### src/core/wws_pkg.sv
`default_nettype none
package wws_pkg;
    // Clock rate used to turn times into cycle counts.
    localparam int unsigned CLOCK_MHZ = 200;

    // Reset pulse options, nominal times in nanoseconds.
    localparam int unsigned RESET_TIME_0_NS = 35_000;
    localparam int unsigned RESET_TIME_1_NS = 3_125_000;
    localparam int unsigned RESET_TIME_2_NS = 12_500_000;
    localparam int unsigned RESET_TIME_3_NS = 50_000_000;
    localparam int unsigned RESET_TIME_4_NS = 200_000_000;

    // Slow limit gain in units of 10^6 V/A; seconds = farads times this gain.
    localparam int unsigned CAP_GAIN_MEGA   = 155;
    // Cycles per picofarad: 1e-12 * gain * 1e6 * clock rate.
    localparam logic [31:0] CAP_CYCLES_PER_PF = 32'(CAP_GAIN_MEGA * CLOCK_MHZ);

    // Regulator current thresholds in tenths of a milliampere.
    localparam logic [15:0] CUR_OFF_DMA = 16'h001e;
    localparam logic [15:0] CUR_ON_DMA  = 16'h008a;

    // Window ratio shifts: divide by 8, 16 and 64.
    localparam logic [2:0] SHIFT_R8  = 3'h3;
    localparam logic [2:0] SHIFT_R16 = 3'h4;
    localparam logic [2:0] SHIFT_R64 = 3'h6;

    // Register byte offsets.
    localparam logic [7:0] OFS_CTRL   = 8'h00;
    localparam logic [7:0] OFS_CAP    = 8'h04;
    localparam logic [7:0] OFS_STATUS = 8'h08;
    localparam logic [7:0] OFS_MASK   = 8'h0c;
    localparam logic [7:0] OFS_STATE  = 8'h10;
    localparam logic [7:0] OFS_TIMER  = 8'h14;

    // Field positions and reset values.
    localparam int unsigned CTRL_WIN_BIT  = 0;
    localparam int unsigned CTRL_SEL_LSB  = 1;
    localparam int unsigned CAP_WIDTH     = 17;
    localparam int unsigned EVT_FAST_BIT  = 0;
    localparam int unsigned EVT_SLOW_BIT  = 1;
    localparam logic [3:0]  CTRL_RESET    = 4'h5;
    localparam logic [CAP_WIDTH-1:0] CAP_RESET = 17'h007d0;
    localparam logic [1:0]  MASK_RESET    = 2'h0;
    localparam logic [1:0]  RESP_OKAY     = 2'h0;
    localparam logic [1:0]  RESP_SLVERR   = 2'h2;

    // Software control word.
    typedef struct packed {
        logic [2:0] reset_sel;
        logic       windowed;
    } wws_ctrl_type;

    // Fault events raised by the supervisor.
    typedef struct packed {
        logic slow;
        logic fast;
    } wws_event_type;
endpackage
`default_nettype wire

### src/core/wws_counter.sv
`timescale 1ns/100ps
`default_nettype none
module wws_counter
    import wws_pkg::*;
#(
    parameter int unsigned WIDTH = 32
)
(
    input  wire logic             clock,
    input  wire logic             rst_n,
    input  wire logic             clear,
    input  wire logic             run,
    output logic [WIDTH-1:0]      count
);
    // Counts up while run is high, saturating; clear takes priority.
    always_ff @(posedge clock or negedge rst_n)
    begin
        if (!rst_n)
            count <= '0;
        else if (clear)
            count <= '0;
        else if (run && (count != {WIDTH{1'b1}}))
            count <= count + 1'b1;
    end
endmodule
`default_nettype wire

### src/core/wws_supervisor.sv
`timescale 1ns/100ps
`default_nettype none
// Summary of operation
// RULE1 - Capacitor mode: slow limit equals capacitance times 155e6 V/A.
// RULE2 - Timing pin tied to regulator output selects the fixed slow limit.
// RULE3 - Two strobe edges closer than the fast limit raise a fast fault.
// RULE4 - No strobe edge within the slow limit raises a slow fault.
// RULE5 - Fast limit is slow limit divided by 8, 16 or 64.
// RULE6 - Select 00 gives 8, 01 gives 16, 11 gives 64, 10 disables.
// RULE7 - Any fault drives reset low for the separately chosen reset time.
// RULE8 - Reset time options: 35us, 3.125ms, 12.5ms, 50ms or 200ms.
// RULE9 - Strobe edges are ignored while reset is asserted.
// RULE10 - Interval timing starts only once reset is released.
// RULE11 - Interval timer clears whenever reset becomes asserted.
// RULE12 - Controller must strobe between the maximum fast and minimum slow limits.
// RULE13 - Windowed variant: select a high, b low disables the watchdog.
// RULE14 - Non-windowed variant: disable input low disables the watchdog.
// RULE15 - Regulator current below 3mA disables the watchdog.
// RULE16 - Watchdog re-enables at once when no disable remains and reset is off.
// RULE17 - Low-current disable has hysteresis; re-enable above 13.8mA.
// RULE18 - Disabled watchdog holds timer cleared, reports no faults, restarts at zero.
module wws_supervisor
    import wws_pkg::*;
#(
    parameter logic [31:0] FIXED_SLOW_CYCLES = 32'd50_000_000,
    parameter logic [31:0] RESET_CYCLES_0    = 32'(RESET_TIME_0_NS / 1000 * CLOCK_MHZ),
    parameter logic [31:0] RESET_CYCLES_1    = 32'(RESET_TIME_1_NS / 1000 * CLOCK_MHZ),
    parameter logic [31:0] RESET_CYCLES_2    = 32'(RESET_TIME_2_NS / 1000 * CLOCK_MHZ),
    parameter logic [31:0] RESET_CYCLES_3    = 32'(RESET_TIME_3_NS / 1000 * CLOCK_MHZ),
    parameter logic [31:0] RESET_CYCLES_4    = 32'(RESET_TIME_4_NS / 1000 * CLOCK_MHZ)
)
(
    input  wire logic        clock,
    input  wire logic        rst_n,
    input  wire logic        watchdog_strobe_in,
    input  wire logic        wd_period_cap_pin,
    input  wire logic        window_ratio_sel_a,
    input  wire logic        window_ratio_sel_b,
    input  wire logic        watchdog_off_n,
    input  wire logic [15:0] load_current_dma,
    output logic             reset_out_n,
    output logic             irq,
    input  wire logic [7:0]  s_axi_awaddr,
    input  wire logic        s_axi_awvalid,
    output logic             s_axi_awready,
    input  wire logic [31:0] s_axi_wdata,
    input  wire logic [3:0]  s_axi_wstrb,
    input  wire logic        s_axi_wvalid,
    output logic             s_axi_wready,
    output logic [1:0]       s_axi_bresp,
    output logic             s_axi_bvalid,
    input  wire logic        s_axi_bready,
    input  wire logic [7:0]  s_axi_araddr,
    input  wire logic        s_axi_arvalid,
    output logic             s_axi_arready,
    output logic [31:0]      s_axi_rdata,
    output logic [1:0]       s_axi_rresp,
    output logic             s_axi_rvalid,
    input  wire logic        s_axi_rready
);
    wws_ctrl_type           ctrl;
    logic [CAP_WIDTH-1:0]   cap_pf;
    wws_event_type          status;
    wws_event_type          mask;
    wws_event_type          fault;
    logic                   reset_active;
    logic                   wd_enabled;
    logic                   low_current;
    logic                   strobe_prev;
    logic [31:0]            slow_limit;
    logic [31:0]            fast_limit;
    logic [31:0]            reset_pulse_time;
    logic [31:0]            interval;
    logic [31:0]            pulse_count;
    logic                   disable_cond;
    logic                   edge_seen;
    logic                   aw_held;
    logic                   w_held;
    logic [7:0]             aw_addr;
    logic [31:0]            w_data;
    logic [3:0]             w_strb;
    logic                   do_write;
    logic                   status_read;
    logic [31:0]            next_rdata;
    logic [1:0]             next_rresp;

    // Slow limit from the timing capacitor or the fixed internal value.
    always_ff @(posedge clock or negedge rst_n)
    begin
        if (!rst_n)
            slow_limit <= '0;
        else if (wd_period_cap_pin)
            slow_limit <= FIXED_SLOW_CYCLES;                      // RULE2
        else
            slow_limit <= 32'(cap_pf) * CAP_CYCLES_PER_PF;      // RULE1
    end

    // Fast limit as slow limit over the selected window ratio.
    always_comb
    begin
        case ({window_ratio_sel_a, window_ratio_sel_b})          // RULE6
            2'b00:   fast_limit = slow_limit >> SHIFT_R8;        // RULE5
            2'b01:   fast_limit = slow_limit >> SHIFT_R16;
            2'b11:   fast_limit = slow_limit >> SHIFT_R64;
            default: fast_limit = '0;
        endcase
    end

    // Reset pulse length chosen by the reset_sel control field.
    always_comb
    begin
        case (ctrl.reset_sel)                                    // RULE8
            3'h0:    reset_pulse_time = RESET_CYCLES_0;
            3'h1:    reset_pulse_time = RESET_CYCLES_1;
            3'h2:    reset_pulse_time = RESET_CYCLES_2;
            3'h3:    reset_pulse_time = RESET_CYCLES_3;
            default: reset_pulse_time = RESET_CYCLES_4;
        endcase
    end

    // Low-current detector with hysteresis between the two thresholds.
    always_ff @(posedge clock or negedge rst_n)
    begin
        if (!rst_n)
            low_current <= 1'b0;
        else if (load_current_dma < CUR_OFF_DMA)
            low_current <= 1'b1;                                 // RULE15
        else if (load_current_dma > CUR_ON_DMA)
            low_current <= 1'b0;                                 // RULE17
    end

    // Any of the disable paths, depending on the variant.
    assign disable_cond = low_current
        || (ctrl.windowed && window_ratio_sel_a && !window_ratio_sel_b)  // RULE13
        || (!ctrl.windowed && !watchdog_off_n);                          // RULE14

    // Enable drops at once and returns only while reset is released.
    always_ff @(posedge clock or negedge rst_n)
    begin
        if (!rst_n)
            wd_enabled <= 1'b0;
        else if (disable_cond)
            wd_enabled <= 1'b0;
        else if (!reset_active)
            wd_enabled <= 1'b1;                                  // RULE16
    end

    // Strobe history; tracked during reset so held edges are dropped.
    always_ff @(posedge clock or negedge rst_n)
    begin
        if (!rst_n)
            strobe_prev <= 1'b0;
        else
            strobe_prev <= watchdog_strobe_in;
    end

    assign edge_seen = (watchdog_strobe_in != strobe_prev) && !reset_active;  // RULE9

    // Fault detection, only while enabled and out of reset.
    always_comb
    begin
        fault.fast = 1'b0;
        fault.slow = 1'b0;
        if (wd_enabled && !reset_active)                         // RULE18
        begin
            fault.fast = ctrl.windowed && edge_seen && (interval < fast_limit);  // RULE3
            fault.slow = !edge_seen && (interval >= slow_limit);                 // RULE4
        end
    end

    // Interval timer: restarts on every edge, held clear in reset or disable.
    wws_counter #(
        .WIDTH (32)
    ) u_interval (
        .clock (clock),
        .rst_n (rst_n),
        .clear (reset_active || !wd_enabled || edge_seen),       // RULE11 RULE18
        .run   (1'b1),                                           // RULE10
        .count (interval)
    );

    // Reset pulse timer runs only while reset is driven.
    wws_counter #(
        .WIDTH (32)
    ) u_pulse (
        .clock (clock),
        .rst_n (rst_n),
        .clear (!reset_active),
        .run   (reset_active),
        .count (pulse_count)
    );

    // Reset output: asserted on a fault, released after the pulse time.
    always_ff @(posedge clock or negedge rst_n)
    begin
        if (!rst_n)
            reset_active <= 1'b0;
        else if (fault.fast || fault.slow)
            reset_active <= 1'b1;                                // RULE7
        else if (reset_active && (pulse_count >= reset_pulse_time - 32'h1))
            reset_active <= 1'b0;
    end

    // Output pin is a flop of the reset state or a fault raised this cycle.
    always_ff @(posedge clock or negedge rst_n)
    begin
        if (!rst_n)
            reset_out_n <= 1'b1;
        else
            reset_out_n <= !(reset_active || fault.fast || fault.slow);  // RULE7
    end

    // Write channel capture: address and data may come in either order.
    assign do_write = aw_held && w_held && !s_axi_bvalid;

    always_ff @(posedge clock or negedge rst_n)
    begin
        if (!rst_n)
        begin
            aw_held <= 1'b0;
            aw_addr <= '0;
        end
        else if (s_axi_awvalid && s_axi_awready)
        begin
            aw_held <= 1'b1;
            aw_addr <= s_axi_awaddr;
        end
        else if (do_write)
            aw_held <= 1'b0;
    end

    always_ff @(posedge clock or negedge rst_n)
    begin
        if (!rst_n)
        begin
            w_held <= 1'b0;
            w_data <= '0;
            w_strb <= '0;
        end
        else if (s_axi_wvalid && s_axi_wready)
        begin
            w_held <= 1'b1;
            w_data <= s_axi_wdata;
            w_strb <= s_axi_wstrb;
        end
        else if (do_write)
            w_held <= 1'b0;
    end

    // Ready flops: each channel accepts one item until the write completes.
    always_ff @(posedge clock or negedge rst_n)
    begin
        if (!rst_n)
        begin
            s_axi_awready <= 1'b0;
            s_axi_wready  <= 1'b0;
        end
        else
        begin
            s_axi_awready <= !aw_held && !(s_axi_awvalid && s_axi_awready) && !s_axi_bvalid;
            s_axi_wready  <= !w_held && !(s_axi_wvalid && s_axi_wready) && !s_axi_bvalid;
        end
    end

    // Write response.
    always_ff @(posedge clock or negedge rst_n)
    begin
        if (!rst_n)
        begin
            s_axi_bvalid <= 1'b0;
            s_axi_bresp  <= RESP_OKAY;
        end
        else if (do_write)
        begin
            s_axi_bvalid <= 1'b1;
            case (aw_addr)
                OFS_CTRL, OFS_CAP, OFS_STATUS, OFS_MASK, OFS_STATE, OFS_TIMER:
                    s_axi_bresp <= RESP_OKAY;
                default:
                    s_axi_bresp <= RESP_SLVERR;
            endcase
        end
        else if (s_axi_bready)
            s_axi_bvalid <= 1'b0;
    end

    // Writable registers; ctrl and mask from byte lane 0, cap from lanes 0 to 2.
    always_ff @(posedge clock or negedge rst_n)
    begin
        if (!rst_n)
        begin
            ctrl   <= CTRL_RESET;
            cap_pf <= CAP_RESET;
            mask   <= MASK_RESET;
        end
        else if (do_write)
        begin
            if (aw_addr == OFS_CTRL && w_strb[0])
                ctrl <= w_data[CTRL_SEL_LSB+2:CTRL_WIN_BIT];
            if (aw_addr == OFS_CAP)
            begin
                if (w_strb[0])
                    cap_pf[7:0] <= w_data[7:0];
                if (w_strb[1])
                    cap_pf[15:8] <= w_data[15:8];
                if (w_strb[2])
                    cap_pf[16] <= w_data[16];
            end
            if (aw_addr == OFS_MASK && w_strb[0])
                mask <= w_data[EVT_SLOW_BIT:EVT_FAST_BIT];
        end
    end

    // Read data mux.
    always_comb
    begin
        next_rdata = '0;
        next_rresp = RESP_OKAY;
        case (s_axi_araddr)
            OFS_CTRL:   next_rdata = 32'(ctrl);
            OFS_CAP:    next_rdata = 32'(cap_pf);
            OFS_STATUS: next_rdata = 32'(status);
            OFS_MASK:   next_rdata = 32'(mask);
            OFS_STATE:  next_rdata = {28'h0000000, low_current, disable_cond,
                                      wd_enabled, reset_active};
            OFS_TIMER:  next_rdata = interval;
            default:    next_rresp = RESP_SLVERR;
        endcase
    end

    assign status_read = s_axi_arvalid && s_axi_arready && (s_axi_araddr == OFS_STATUS);

    // Read channel: one beat answered the cycle after the address is taken.
    always_ff @(posedge clock or negedge rst_n)
    begin
        if (!rst_n)
        begin
            s_axi_arready <= 1'b0;
            s_axi_rvalid  <= 1'b0;
            s_axi_rdata   <= '0;
            s_axi_rresp   <= RESP_OKAY;
        end
        else if (s_axi_arvalid && s_axi_arready)
        begin
            s_axi_arready <= 1'b0;
            s_axi_rvalid  <= 1'b1;
            s_axi_rdata   <= next_rdata;
            s_axi_rresp   <= next_rresp;
        end
        else if (s_axi_rvalid)
        begin
            if (s_axi_rready)
                s_axi_rvalid <= 1'b0;
        end
        else
            s_axi_arready <= 1'b1;
    end

    // Sticky fault status; a read clears it but a new fault wins.
    always_ff @(posedge clock or negedge rst_n)
    begin
        if (!rst_n)
            status <= '0;
        else
            status <= (status_read ? wws_event_type'(2'h0) : status) | fault;
    end

    // Level interrupt from unmasked status bits.
    always_ff @(posedge clock or negedge rst_n)
    begin
        if (!rst_n)
            irq <= 1'b0;
        else
            irq <= |(status & mask);
    end
endmodule
`default_nettype wire

### config.mk
export PLATFORM = sky130hd
export DESIGN_NAME = wws_supervisor
export DESIGN_NICKNAME = d
export VERILOG_FILES = /design/src/core/wws_pkg.sv /design/src/core/wws_counter.sv /design/src/core/wws_supervisor.sv
export SDC_FILE = /design/constraint.sdc
export NUM_CORES = 1
export LEC_CHECK = 0
export BUFFER_PORTS_ARGS = -buffer_cell sky130_fd_sc_hd__buf_2
export CAP_MARGIN = 10
export CORE_MARGIN = 5
export CORE_UTILIZATION = 38
export CTS_CLUSTER_SIZE = 24
export DETAILED_ROUTE_END_ITERATION = 6
export SYNTH_ARGS = -nofsm -noshare
export SYNTH_HDL_FRONTEND = slang
export SYNTH_SLANG_ARGS = --single-unit
### constraint.sdc
create_clock -name clock -period 11.9 [get_ports clock]
set_input_delay 1.785 -clock clock [delete_from_list [all_inputs] [get_ports clock]]
set_output_delay 1.785 -clock clock [all_outputs]
set_load 0.01 [all_outputs]
==> flow_summary.json <==
{
  "yosys_warnings": 0,
  "top_layer_used": "met5",
  "irDropWorstVdd_v": 0.000102,
  "cts_hold_buffers": 0,
  "worstSetupPathType": "reg2reg",
  "port_buffers": 104,
  "via_per_inst": 5.19,
  "nFillCells": 3717,
  "timing.reg2reg.setup_slack_ns": 6.07,
  "ys_seq_elements": 193,
  "grt_pass1_wl_um": 57900,
  "cts_inserted_buffers": 17,
  "cap_violations": 0,
  "outcome": "finished clean",
  "drc": 0,
  "grt_pass1_vias": 11365,
  "fin_area_um2": 16200,
  "wl_met1_um": 16200,
  "slowest_delay_ns": 0.60,
  "cp.required_ns": 12.23,
  "cp_top_family": "adder cells",
  "h-tree-depth": 4,
  "finalCritPeriodShare_pct": 49.0,
  "finalNonFillerCells": 2114,
  "synth_top_area_share_pct": 31.6,
  "powerDensity_nw_per_um2": 121,
  "worst_path_most_repeated_cell": "fa_1",
  "clock_path_buffers": 2,
  "worstHoldEndpoint": "s_axi_awready",
  "place.gp.congestion": 0.882,
  "fin_skew_ns": 0.0124,
  "rr_startpoint": "cap_pf[3]",
  "post_cts_buffers": 0,
  "finalSetupViolCount": 0,
  "hold_path_class": "reg2reg",
  "asyncSetResetFlopFracSynth_pct": 100,
  "placedCellCount": 2082,
  "drive_above_1_share_pct": 13.8,
  "final_max_slew_viol_count": 0,
  "cp-end-kind": "flip-flop",
  "die_area_um2": 42300,
  "drt_iter0_drc": 551,
  "rsz0062_at_grt": "false",
  "io_pins": 123,
  "p_total_uw": 1960,
  "grt.total_usage_pct": 16.9,
  "grt.overflow.total": 0,
  "worstPathCellList": "inv_1, fa_1, inv_1, fa_1, fa_1, inv_1, fa_1, fa_1, inv_1, ha_1, a21oi_1, nor2b_1, a311oi_1, o221ai_1, a41oi_1, xor2_1, nor2_1",
  "dp_hpwl_um": 25700,
  "final_cell_mix": "dfrtp_1, ha_1, inv_1, nand2_1, nor2_1",
  "timing.rr.end": "slow_limit[28]",
  "synth_area_um2": 14600,
  "tns_ns": 0,
  "netlist_instances": 1506,
  "synthFlopType": "dfrtp_1",
  "grt_max_degree": 121,
  "start_util_pct": 38.6,
  "nNetsFinal": 1911,
  "antenna_found_initial": 1,
  "crit_buf_inv": 4,
  "ant_nets": 0,
  "min_from": "aw_held",
  "cts_sinks": 193,
  "post_cts_resized": 0,
  "leakage_uw": 0.00795,
  "dr.pass1.iters": 5,
  "wl_met3_um": 1690,
  "detail_route.wl_per_cell_um": 15.9,
  "crit_path_start_kind": "flip-flop",
  "cp_num_cells": 17,
  "wl_met2_um": 15100,
  "worst_slew_pin_slew_ns": 1.09,
  "fin_crit_ns": 5.83,
  "ys_seq_area_share_pct": 33.2,
  "final_common_cell": "dfrtp_1",
  "synth_cell_type_count": 73,
  "clock-root-buffer": "clkbuf_16",
  "synth-edff-count": 0,
  "worstHoldPathCells": 1,
  "slew_headroom_pct": 27.1,
  "die_w_um": 206,
  "hold_viol_final": 0,
  "reg2reg_depth": 17,
  "antenna_cells": 0,
  "core.rowCount": 71,
  "yosysTopAreaCell": "dfrtp_1",
  "vias": 10974,
  "area_delta_synth_final_pct": 11.1,
  "cts_tree": "yes",
  "path_max_fanout": 6,
  "core_um2": 37800,
  "placed_area_um2": 15600,
  "syn_area_per_cell_um2": 9.67,
  "synth_area_leaders": "dfrtp_1, ha_1, fa_1",
  "wl_um": 33600,
  "cp.arrival_ns": 6.15,
  "die_height_um": 206,
  "clk_latency_ns": 0.46,
  "cpMaxStageDelayCell": "a311oi_1",
  "clk_pin_slew_worst_paths_ns": 0.07,
  "max_freq_mhz": 172
}
[layout make-up]
cell class              count  area, um2  area share [%]
flip-flops and latches    193       4840            29.9
multi-input cells        1111       8940            55.3
inverters                 157        589            3.64
clock inverters            15        170            1.05
clock buffers              17        425            2.63
well taps                 511        639            3.95
repair buffers            110        574            3.55
[power breakdown]
group	switching [uW]	internal [uW]	total, uW
sequential	92.0	747	839
clock	282	317	599
combinational	286	234	520
total	661	1300	1960
[metal layers]
layer,vias to the layer above,global-route usage [%]
met3,43,3.59
met5,-,0
met4,2,4.33
li1,5384,-
met1,5348,23.9
met2,197,26.3
[synth_stat cells, types with 6 or more instances]
cell and count:
mux2i_1 34, nor3_1 22, nor2_1 112, nor2b_1 15
inv_1 157, a22oi_1 16, or3_1 14, and3_1 14
dfstp_2 9, or2_2 6, o211ai_1 8, nor4_1 8
mux2_2 46, xnor2_1 43, dfrtp_1 184, a31oi_1 31
ha_1 176, clkbuf_1 35, fa_1 65, and2_1 35
and4_1 11, nand3_1 40, xor2_1 27, nand2_1 118
nand2b_1 12, a21o_1 19, a21oi_1 47, o21ai_0 83
o21a_1 7, nand4_1 25, a211oi_1 9
[through the flow]
stage / utilization, % / worst slack (ns) / hold slack, ns
finish: 42.9 / 6.07 / 0.475
CTS: 42.9 / 6.06 / 0.470
global placement: 41.3 / 6.14 / 0.454
global route: 42.9 / 5.66 / 0.496
detailed placement: 41.3 / 6.09 / 0.451
floorplan: - / 6.84 / 0.421
[registers in the layout, summed over array words and instances (netlist names), 2 cells and up]
| signal | cells |
|---|---|
| slow_limit | 29 |
| u_pulse.count | 32 |
| s_axi_rdata | 32 |
| mask | 2 |
| u_interval.count | 32 |
| status | 2 |
| w_data | 17 |
| aw_addr | 8 |
| cap_pf | 17 |
| w_strb | 3 |
| ctrl | 4 |
[cell families (layout without fill, tap and decap cells)]
logic type / count (synthesis) / in the layout / synth area share, %
AND/OR/NAND/NOR: 457 / 457 / 15.9
AO/OA/AOI/OAI: 259 / 259 / 11.1
adder cells (fa/ha/maj): 241 / 241 / 24.1
buffers and inverters: 203 / 299 / 5.41
flip-flops: 193 / 193 / 33.2
multiplexers: 81 / 81 / 6.05
XOR/XNOR: 70 / 70 / 4.21
other: 2 / 3 / 0.0516
[worst max-delay path by stage]
stage | start | to | slack (ns)
2_1_floorplan | cap_pf[2] | slow_limit[28] | 6.84
6_report | cap_pf[3] | slow_limit[28] | 6.07
3_5_place_dp | cap_pf[3] | slow_limit[28] | 6.09
5_1_grt | cap_pf[3] | slow_limit[28] | 5.66
3_3_place_gp | cap_pf[3] | slow_limit[28] | 6.14
4_1_cts | cap_pf[3] | slow_limit[28] | 6.06
Note: power is estimated with default switching activity, not from simulation.
